File: config.mk
export PLATFORM = sky130hd
export DESIGN_NAME = uerm_top
export DESIGN_NICKNAME = d
export VERILOG_FILES = /design/src/uerm_pkg.sv /design/src/uerm_top.sv
export SDC_FILE = /design/constraint.sdc
export NUM_CORES = 1
export LEC_CHECK = 0
export BUFFER_PORTS_ARGS = -buffer_cell sky130_fd_sc_hd__buf_2
export CORE_UTILIZATION = 30
export DETAILED_ROUTE_END_ITERATION = 12
export PLACE_DENSITY_LB_ADDON = 0.08
export SLEW_MARGIN = 40
export SYNTH_ARGS = -nofsm -noshare
export SYNTH_HDL_FRONTEND = slang
export SYNTH_SLANG_ARGS = --single-unit
File: constraint.sdc
create_clock -name sys_clk -period 2.45 [get_ports sys_clk]
set_input_delay 0.49 -clock sys_clk [delete_from_list [all_inputs] [get_ports sys_clk]]
set_output_delay 0.49 -clock sys_clk [all_outputs]
set_load 0.02 [all_outputs]
File: src/uerm_pkg.sv
// Constants for the unit error report mask block
package uerm_pkg;
	localparam logic [11:0] UERM_STATUS_OFS = 12'h140;
	localparam logic [11:0] UERM_MASK_OFS   = 12'h144;
	localparam logic [11:0] UERM_CMD_OFS    = 12'h148;
	localparam logic [11:0] UERM_FIRST_OFS  = 12'h150;
	localparam logic [11:0] UERM_NEXT_OFS   = 12'h154;

	localparam logic [31:0] UERM_MASK_RESET = 32'h0000e000;
	localparam logic [31:0] UERM_IMPL       = 32'h0000ffe7;
	localparam logic [31:0] UERM_ZERO       = 32'h00000000;

	localparam int UERM_NBITS        = 16;
	localparam int UERM_BIT_PQ_OVF   = 15;
	localparam int UERM_BIT_NPQ_OVF  = 14;
	localparam int UERM_BIT_CPL_OVF  = 13;
	localparam int UERM_BIT_LLE      = 12;
	localparam int UERM_BIT_LINK_DN  = 11;
	localparam int UERM_BIT_DQ_PAR   = 10;
	localparam int UERM_BIT_LUT_PAR  = 9;
	localparam int UERM_BIT_RB_DATA  = 8;
	localparam int UERM_BIT_RB_HDR   = 7;
	localparam int UERM_BIT_RB_CTL   = 6;
	localparam int UERM_BIT_FC_TO    = 5;
	localparam int UERM_BIT_CLK_LOW  = 2;
	localparam int UERM_BIT_NAK      = 1;
	localparam int UERM_BIT_ARB      = 0;

	localparam int UERM_CLK_HZ       = 50000000;
	localparam int UERM_CLK_LOW_MS   = 25;
	localparam int UERM_CLK_LOW_CYC  = UERM_CLK_HZ / 1000 * UERM_CLK_LOW_MS;
	localparam int UERM_CNT_W        = 21;
endpackage : uerm_pkg

File: src/uerm_top.sv
// Unit error report mask, status and error logs behind an APB slave
`timescale 1ns/1ps
module uerm_top
	import uerm_pkg::*;
#(
	parameter int CLK_LOW_CYCLES = UERM_CLK_LOW_CYC
) (
	input  wire logic                   sys_clk,
	input  wire logic                   rst_n,
	input  wire logic                   por_n,
	input  wire logic [11:0]            paddr,
	input  wire logic                   psel,
	input  wire logic                   penable,
	input  wire logic                   pwrite,
	input  wire logic [31:0]            pwdata,
	input  wire logic [3:0]             pstrb,
	output logic      [31:0]            prdata,
	output logic                        pready,
	output logic                        pslverr,
	input  wire logic [UERM_NBITS-1:0]  err_event,
	input  wire logic                   link_up,
	input  wire logic                   sec_bus_reset,
	input  wire logic                   link_disable,
	input  wire logic                   loopback_en,
	input  wire logic                   mgmt_clk_pin,
	output logic      [UERM_NBITS-1:0]  err_report,
	output logic      [UERM_NBITS-1:0]  global_first_error_log,
	output logic      [UERM_NBITS-1:0]  global_next_error_log
);

	// Elaboration checks
	initial begin
		if (CLK_LOW_CYCLES < 1 || CLK_LOW_CYCLES >= (1 << UERM_CNT_W)) begin
			$error("CLK_LOW_CYCLES out of range");
		end
		if (UERM_NBITS != 16) begin
			$error("Status width must be 16 bits");
		end
		if ((UERM_MASK_RESET & ~UERM_IMPL) != UERM_ZERO) begin
			$error("Mask reset value touches reserved bits");
		end
		if (UERM_BIT_PQ_OVF >= UERM_NBITS || UERM_BIT_ARB < 0) begin
			$error("Error bit positions outside the status width");
		end
	end

	localparam logic [UERM_CNT_W-1:0] LOW_LIMIT = UERM_CNT_W'(CLK_LOW_CYCLES);

	// Register storage
	logic [31:0]            unit_error_report_mask;
	logic [UERM_NBITS-1:0]  unit_error_status;
	logic [UERM_NBITS-1:0]  local_first_error_log;
	logic [UERM_NBITS-1:0]  local_next_error_log;

	// Event path
	logic [UERM_NBITS-1:0]  evt;
	logic [UERM_NBITS-1:0]  unmasked;
	logic                   link_up_d;
	logic                   link_down_evt;
	logic                   mclk_s1;
	logic                   mclk_s2;
	logic [UERM_CNT_W-1:0]  low_cnt;
	logic                   clk_low_evt;

	// Bus path
	logic                   wr_go;
	logic [31:0]            byte_mask;
	logic [31:0]            status_clr;
	logic [31:0]            first_clr;
	logic [31:0]            next_clr;
	logic                   first_empty;
	logic                   setup_ph;
	logic                   mask_wr;
	logic                   status_wr;
	logic                   first_wr;
	logic                   next_wr;

	function automatic logic reg_hit(input logic [11:0] a, input logic [11:0] ofs);
		reg_hit = (a[11:2] == ofs[11:2]);
	endfunction : reg_hit

	function automatic logic [31:0] lane_mask(input logic [3:0] s);
		logic [31:0] m;
		m = UERM_ZERO;
		for (int i = 0; i < 4; i++) begin
			m[i*8 +: 8] = {8{s[i]}};
		end
		lane_mask = m;
	endfunction : lane_mask

	function automatic logic mapped(input logic [11:0] a);
		mapped = reg_hit(a, UERM_STATUS_OFS) || reg_hit(a, UERM_MASK_OFS) ||
			reg_hit(a, UERM_CMD_OFS) || reg_hit(a, UERM_FIRST_OFS) ||
			reg_hit(a, UERM_NEXT_OFS);
	endfunction : mapped

	// Write takes effect at the sampling edge of the access phase
	assign wr_go     = psel && penable && pready && pwrite;
	assign byte_mask = lane_mask(pstrb);

	// Setup phase of an APB transfer
	assign setup_ph  = psel && !penable;

	// Per-register write strobes
	assign mask_wr   = wr_go && reg_hit(paddr, UERM_MASK_OFS);
	assign status_wr = wr_go && reg_hit(paddr, UERM_STATUS_OFS);
	assign first_wr  = wr_go && reg_hit(paddr, UERM_FIRST_OFS);
	assign next_wr   = wr_go && reg_hit(paddr, UERM_NEXT_OFS);

	assign status_clr = status_wr ? (pwdata & byte_mask & UERM_IMPL) : UERM_ZERO;
	assign first_clr  = first_wr ? (pwdata & byte_mask & UERM_IMPL) : UERM_ZERO;
	assign next_clr   = next_wr ? (pwdata & byte_mask & UERM_IMPL) : UERM_ZERO;

	// Link-down transition detect
	always_ff @(posedge sys_clk) begin
		if (!rst_n) begin
			link_up_d <= 1'b0;
		end else begin
			link_up_d <= link_up;
		end
	end

	assign link_down_evt = link_up_d && !link_up &&
		!(sec_bus_reset || link_disable || loopback_en);

	// Management bus clock synchroniser
	always_ff @(posedge sys_clk) begin
		if (!rst_n) begin
			mclk_s1 <= 1'b1;
			mclk_s2 <= 1'b1;
		end else begin
			mclk_s1 <= mgmt_clk_pin;
			mclk_s2 <= mclk_s1;
		end
	end

	// Clock-low duration counter, saturating
	always_ff @(posedge sys_clk) begin
		if (!rst_n) begin
			low_cnt <= '0;
		end else if (mclk_s2) begin
			low_cnt <= '0;
		end else if (low_cnt != LOW_LIMIT) begin
			low_cnt <= low_cnt + 1'b1;
		end
	end

	assign clk_low_evt = !mclk_s2 && (low_cnt == LOW_LIMIT - 1'b1);

	// Event assembly
	always_comb begin
		evt = err_event & UERM_IMPL[UERM_NBITS-1:0];
		evt[UERM_BIT_LINK_DN] = link_down_evt;
		evt[UERM_BIT_CLK_LOW] = clk_low_evt;
	end

	// Mask gates the report and both local logs, not the status
	assign unmasked = evt & ~unit_error_report_mask[UERM_NBITS-1:0];
	// Bits 15 to 5 and 2 to 0 gate in place

	assign first_empty = (local_first_error_log == '0);

	// Mask register, reset only on power-on
	always_ff @(posedge sys_clk) begin
		if (!por_n) begin
			unit_error_report_mask <= UERM_MASK_RESET;
		end else if (mask_wr) begin
			unit_error_report_mask <= (unit_error_report_mask & ~byte_mask) |
				(pwdata & byte_mask & UERM_IMPL);
		end
	end

	// Per-bit status and log cells
	genvar g;
	generate
		for (g = 0; g < UERM_NBITS; g++) begin : g_cell
			always_ff @(posedge sys_clk) begin
				if (!por_n) begin
					unit_error_status[g] <= 1'b0;
				end else if (evt[g]) begin
					unit_error_status[g] <= 1'b1;
				end else if (status_clr[g]) begin
					unit_error_status[g] <= 1'b0;
				end
			end

			always_ff @(posedge sys_clk) begin
				if (!por_n) begin
					local_first_error_log[g] <= 1'b0;
				end else if (unmasked[g] && first_empty) begin
					local_first_error_log[g] <= 1'b1;
				end else if (first_clr[g]) begin
					local_first_error_log[g] <= 1'b0;
				end
			end

			always_ff @(posedge sys_clk) begin
				if (!por_n) begin
					local_next_error_log[g] <= 1'b0;
				end else if (unmasked[g] && !first_empty) begin
					local_next_error_log[g] <= 1'b1;
				end else if (next_clr[g]) begin
					local_next_error_log[g] <= 1'b0;
				end
			end
		end
	endgenerate

	// Report towards the global error logs
	always_ff @(posedge sys_clk) begin
		if (!rst_n) begin
			err_report <= '0;
		end else begin
			err_report <= unmasked;
		end
	end

	// Global first log, loads while empty
	always_ff @(posedge sys_clk) begin
		if (!rst_n) begin
			global_first_error_log <= '0;
		end else if (global_first_error_log == '0) begin
			global_first_error_log <= err_report;
		end
	end

	// Global next log, gathers once first is taken
	always_ff @(posedge sys_clk) begin
		if (!rst_n) begin
			global_next_error_log <= '0;
		end else if (global_first_error_log != '0) begin
			global_next_error_log <= global_next_error_log | err_report;
		end
	end

	// APB answer, one access cycle
	always_ff @(posedge sys_clk) begin
		if (!rst_n) begin
			pready <= 1'b0;
		end else begin
			pready <= setup_ph;
		end
	end

	always_ff @(posedge sys_clk) begin
		if (!rst_n) begin
			pslverr <= 1'b0;
		end else if (setup_ph) begin
			pslverr <= !mapped(paddr);
		end else begin
			pslverr <= 1'b0;
		end
	end

	// Read decode, command and unmapped words read zero
	function automatic logic [31:0] read_word(input logic [11:0] a);
		logic [31:0] w;
		w = UERM_ZERO;
		if (reg_hit(a, UERM_MASK_OFS)) begin
			w = unit_error_report_mask & UERM_IMPL;
		end else if (reg_hit(a, UERM_STATUS_OFS)) begin
			w = {16'h0000, unit_error_status};
		end else if (reg_hit(a, UERM_FIRST_OFS)) begin
			w = {16'h0000, local_first_error_log};
		end else if (reg_hit(a, UERM_NEXT_OFS)) begin
			w = {16'h0000, local_next_error_log};
		end
		read_word = w;
	endfunction : read_word

	// Read data captured in the setup cycle
	always_ff @(posedge sys_clk) begin
		if (!rst_n) begin
			prdata <= UERM_ZERO;
		end else if (setup_ph && !pwrite) begin
			prdata <= read_word(paddr);
		end else begin
			prdata <= UERM_ZERO;
		end
	end

endmodule : uerm_top

Yosys cells after proc, flatten, opt, wreduce, memory -nomap -nowiden

Index checks and enable logic that the tools add are counted.

Input bits: 75
Register bits: 184

$add $sub $neg: 1
Reduce and logical (&&, ||, !) cells: 111
Multiplexer cells: 99
Eq/ne operators: 7
Bitwise gates (word level): 9

Operators with widths:

| operator                                                         | number |
|---|---|
| 16-bit 2-to-1 mux                                                | 7 |
| 1-bit 2-to-1 mux                                                 | 92 |
| 2-bit nonzero test                                               | 46 |
| 10-bit by 7-bit == test with 1-bit output, second input constant | 5 |
| 1-bit logical AND                                                | 44 |
| 16-bit AND                                                       | 2 |
| 32-bit AND                                                       | 1 |
| 16-bit logical NOT                                               | 2 |
| 32-bit NOT                                                       | 1 |
| 32-bit by 16-bit OR with 32-bit output                           | 1 |
| 21-bit by 1-bit adder with 21-bit output, second input constant  | 1 |
| 21-bit == test, second input constant                            | 1 |
| 21-bit != test, second input constant                            | 1 |
| 16-bit NOT                                                       | 1 |
| 16-bit OR                                                        | 1 |
| 16-bit nonzero test                                              | 1 |
| 1-bit logical NOT                                                | 7 |
| 1-bit logical OR                                                 | 6 |
| 5-bit OR reduction                                               | 1 |
| 2-bit AND reduction                                              | 2 |
| 3-bit OR reduction                                               | 1 |
| 1-bit NOT                                                        | 2 |
| 2-bit OR reduction                                               | 1 |

Longest topological paths before layout

Depth after elaboration: 7
Mapped depth: 7
Depth with buffers taken out: 5

Least setup slack after synthesis

No wires, ideal clock.

Path kind: input -> register
Start point: input port paddr[11]
End point: register (tool-made name)
Slack: 515 ps
Data arrival time: 1806 ps
Stages: 5
Setup time: 130 ps
Buffers on the path: 1
Required time: 2320 ps
Cells stage by stage: nor3_1 > clkbuf_1 > nand4_1 > mux2i_1 > nand2_1

RTL lines:

| item            | line           | RTL |
|---|---|---|
| start, declared | uerm_top.sv:11 | `input wire logic [11:0] paddr,` |

Worst setup path in the final report

Start point: register low_cnt[1]
End point: register low_cnt[20]

Longest elaborated chain between the ends: 1

Ends and longest elaborated chain:

| item                                                                       | line                             | RTL |
|---|---|---|
| start, declared                                                            | uerm_top.sv:62                   | `logic [UERM_CNT_W-1:0] low_cnt;` |
| start signal, assigned                                                     | uerm_top.sv:144                  | `low_cnt <= low_cnt + 1'b1;` |
| 21-bit by 1-bit adder with 21-bit output or 21-bit != test (tied branches) | uerm_top.sv:144, uerm_top.sv:143 |  |

Parallel ways exist; a longest one is shown, timed or not.
A chain may end at the register's enable or synchronous reset.

==> results_dict.tcl <==
set metrics [dict create \
    status "finished, final reports clean" \
    async_reset_ff_share_pct 0 \
    r2r_start "low_cnt[1]" \
    die_area_mm2 0.0190 \
    p_leak_nw 2.88 \
    netlist_instances 618 \
    die_x_um 138 \
    min_period_ns 2.10 \
    period_share_pct 85.9 \
    maxSlewViolCount 0 \
    rsz0062_at_grt "false" \
    netlist_area_mm2 0.00554 \
    grt_use_total_pct 18.0 \
    yosysWarningCount 0 \
    grt_pass1_vias 4486 \
    wl_per_cell_um 17.4 \
    clock-sinks 138 \
    worstSetupStartpointType "flip-flop" \
    whs_path_depth 2 \
    ff2ff_path_depth 5 \
    start_util_pct 30.8 \
    grt_max_degree 43 \
    finalWirelength_um 16900 \
    ios 157 \
    cp-end-kind "flip-flop" \
    r2r_slack_ns 0.35 \
    drv_cap 0 \
    drt.antenna.violating_nets 0 \
    layout.nets 806 \
    die_h_um 138 \
    clock_path_buffers 2 \
    critical_path_arrival_ns 2.44 \
    cts_tree "built" \
    setup_viol 0 \
    num_antenna_cells 0 \
    min-delay-start "mgmt_clk_pin" \
    synth.area.top_cells "dfxtp_1 50%, nor2_1 6.2%, mux2i_1 5.1%, a21oi_1 5.0%, o21ai_0 4.8%" \
    synth_top_area_share_pct 49.8 \
    finalPower_mw 6.20 \
    place_congestion 0.777 \
    cts_hold_buf 0 \
    grt-ovfl-total 0 \
    crit_type "flip-flop to flip-flop" \
    numCtsBuffers 17 \
    final_layout_size_suffix_gt1_share_pct 22.9 \
    seq_area_frac_synth_pct 49.8 \
    r2r_end "low_cnt[20]" \
    irDropWorstVdd_mv 0.517 \
    vias 4903 \
    drtPass1Iterations 5 \
    tns_ns 0 \
    antenna_found_initial 0 \
    cts_root_buffer "clkbuf_16" \
    drc 0 \
    place_inst 939 \
    tightest_slew_ns 0.510 \
    final_cells 971 \
    maxSlewHeadroom_pct 65.7 \
    p_per_area_mw_per_mm2 895 \
    final-hold-violation-count 0 \
    drt-initial-drc-count 279 \
    cts_setup_buffers 0 \
    core-area_mm2 0.0180 \
    stdcell_area_mm2 0.00693 \
    nFillCells 1865 \
    cpMaxStageDelayCell "or4_1" \
    clkLatencyLatePin_ns 0.42 \
    synth_top_cell_by_area "dfxtp_1" \
    path_cells "ha_1 > nand3_1 > or4_1 > or4b_1 > a21oi_1" \
    place_area_mm2 0.00631 \
    synth-edff-count 0 \
    grt_pass1_wl_um 25200 \
    clk_pin_slew_ns 0.06 \
    min_to "mclk_s1" \
    viasPerCell 5.05 \
    cpPeakStageDelay_ns 0.60 \
    num_rows 49 \
    fin_skew_ns 0.00994 \
    hpwl_um 11800 \
    fmax_mhz 475 \
    syn_area_per_cell_um2 8.97 \
    cts-resized-gates 0 \
    cp_max_fo 10 \
    hold_class "input port to flip-flop" \
    synthDistinctLibCells 43 \
    htree_levels 4 \
    syn2layout_area_growth_pct 25.0 \
    cp.required_ns 2.79 \
    crit_path_start "low_cnt[1]" \
    ys_ff_latch 138 \
    ys.flop_type "dfxtp_1" \
    place.port_buffers 106 \
]
==> placed cells by master (no fill, tap or decap), types with 3 or more instances in the layout <==
cell type and count:
nor4bb_1 5, dfxtp_1 138, conb_1 24, buf_2 106
xnor2_1 4, a22oi_1 14, o2bb2ai_1 14, nor2_1 91
mux2i_1 28, buf_4 21, o211ai_1 28, nand2_1 23
o21ai_0 53, inv_1 7, bufinv_16 3, nand4_1 14
nor3_1 6, nor4_1 7, or3_2 3, clkbuf_16 17
or4_1 3, nand3_1 9, a21oi_1 55, nand2b_1 15
xor2_1 4, or3_1 7, inv_6 7, and4_1 8
==> final cells by class <==
cell class                      instances  area, µm²  share of cell area (%)
Clock buffer                           17        425                    6.14
Clock inverter                         15        186                    2.69
Inverter                                8       30.0                   0.433
Multi-Input combinational cell        436       2530                    36.5
Sequential cell                       138       2760                    39.9
Tap cell                              229        287                    4.14
Timing Repair Buffer                  128        708                    10.2
==> stage by stage <==
stage	worst slack [ns]	utilization [%]	hold WS, ns
detailed placement	0.321	35.0	0.424
finish	0.345	38.4	0.258
global placement	0.313	35.0	0.431
floorplan	0.515	-	0.386
global route	0.249	38.4	0.247
CTS	0.352	38.4	0.245
==> Yosys cell counts, types with 2 or more instances <==
cell,count
dfxtp_1,138
clkbuf_1,32
buf_4,24
or3_1,7
nand2_1,23
mux2i_1,28
o211ai_1,28
or4_1,3
a21oi_1,55
o21ai_0,53
buf_2,2
nand2b_1,16
ha_1,2
and4_1,8
xnor2_1,4
inv_1,7
nand4_1,14
nor3_1,7
xor2_1,4
or2_2,2
nand3_1,9
and2_1,2
nor2_1,91
or3_2,3
nor4_1,7
a22oi_1,14
nor4bb_1,5
and3b_1,2
o2bb2ai_1,14
==> power breakdown <==
part	internal, mW	switching (mW)	leakage, nW	total, mW
clock	1.62	1.05	0.300	2.67
sequential	2.45	0.135	1.13	2.59
combinational	0.325	0.618	1.45	0.943
total	4.40	1.80	2.88	6.20
==> kinds of logic (layout without fill, tap and decap cells) <==
logic type	count (synthesis)	after routing	share of synthesized area [%]
buf+inv	67	168	6.21
xor+xnor	8	8	1.26
mux	28	28	5.06
fa+ha+maj	2	2	0.451
compound gates	167	167	18.1
simple gates	207	207	19.0
flops	138	138	49.8
other cells	1	24	0.0677
==> worst max path at each step <==
stage	endpoint	slack, ns	cells after the start
final	low_cnt[20]	0.35	5
after global routing	low_cnt[20]	0.25	5
after CTS	low_cnt[20]	0.35	5
after detailed placement	prdata[1]	0.32	6
after global placement	prdata[1]	0.31	6
after floorplan	flip-flop	0.51	5
==> critical path: cells and delay by family (launching register included) <==
family                     cells  cell delay (ns)
adders and majority gates      1             0.22
DFF                            1             0.42
AOI/OAI and AO/OA              1             0.14
and+or+nand+nor                3             1.24
==> per-layer routing <==
layer	up-vias	wire, µm	global-route usage, %
met5	-	0	0
met3	24	1150	4.13
met2	178	7540	27.7
met4	0	301	7.49
li1	2381	-	-
met1	2320	7940	24.0
(Power assumes the default switching activity.)
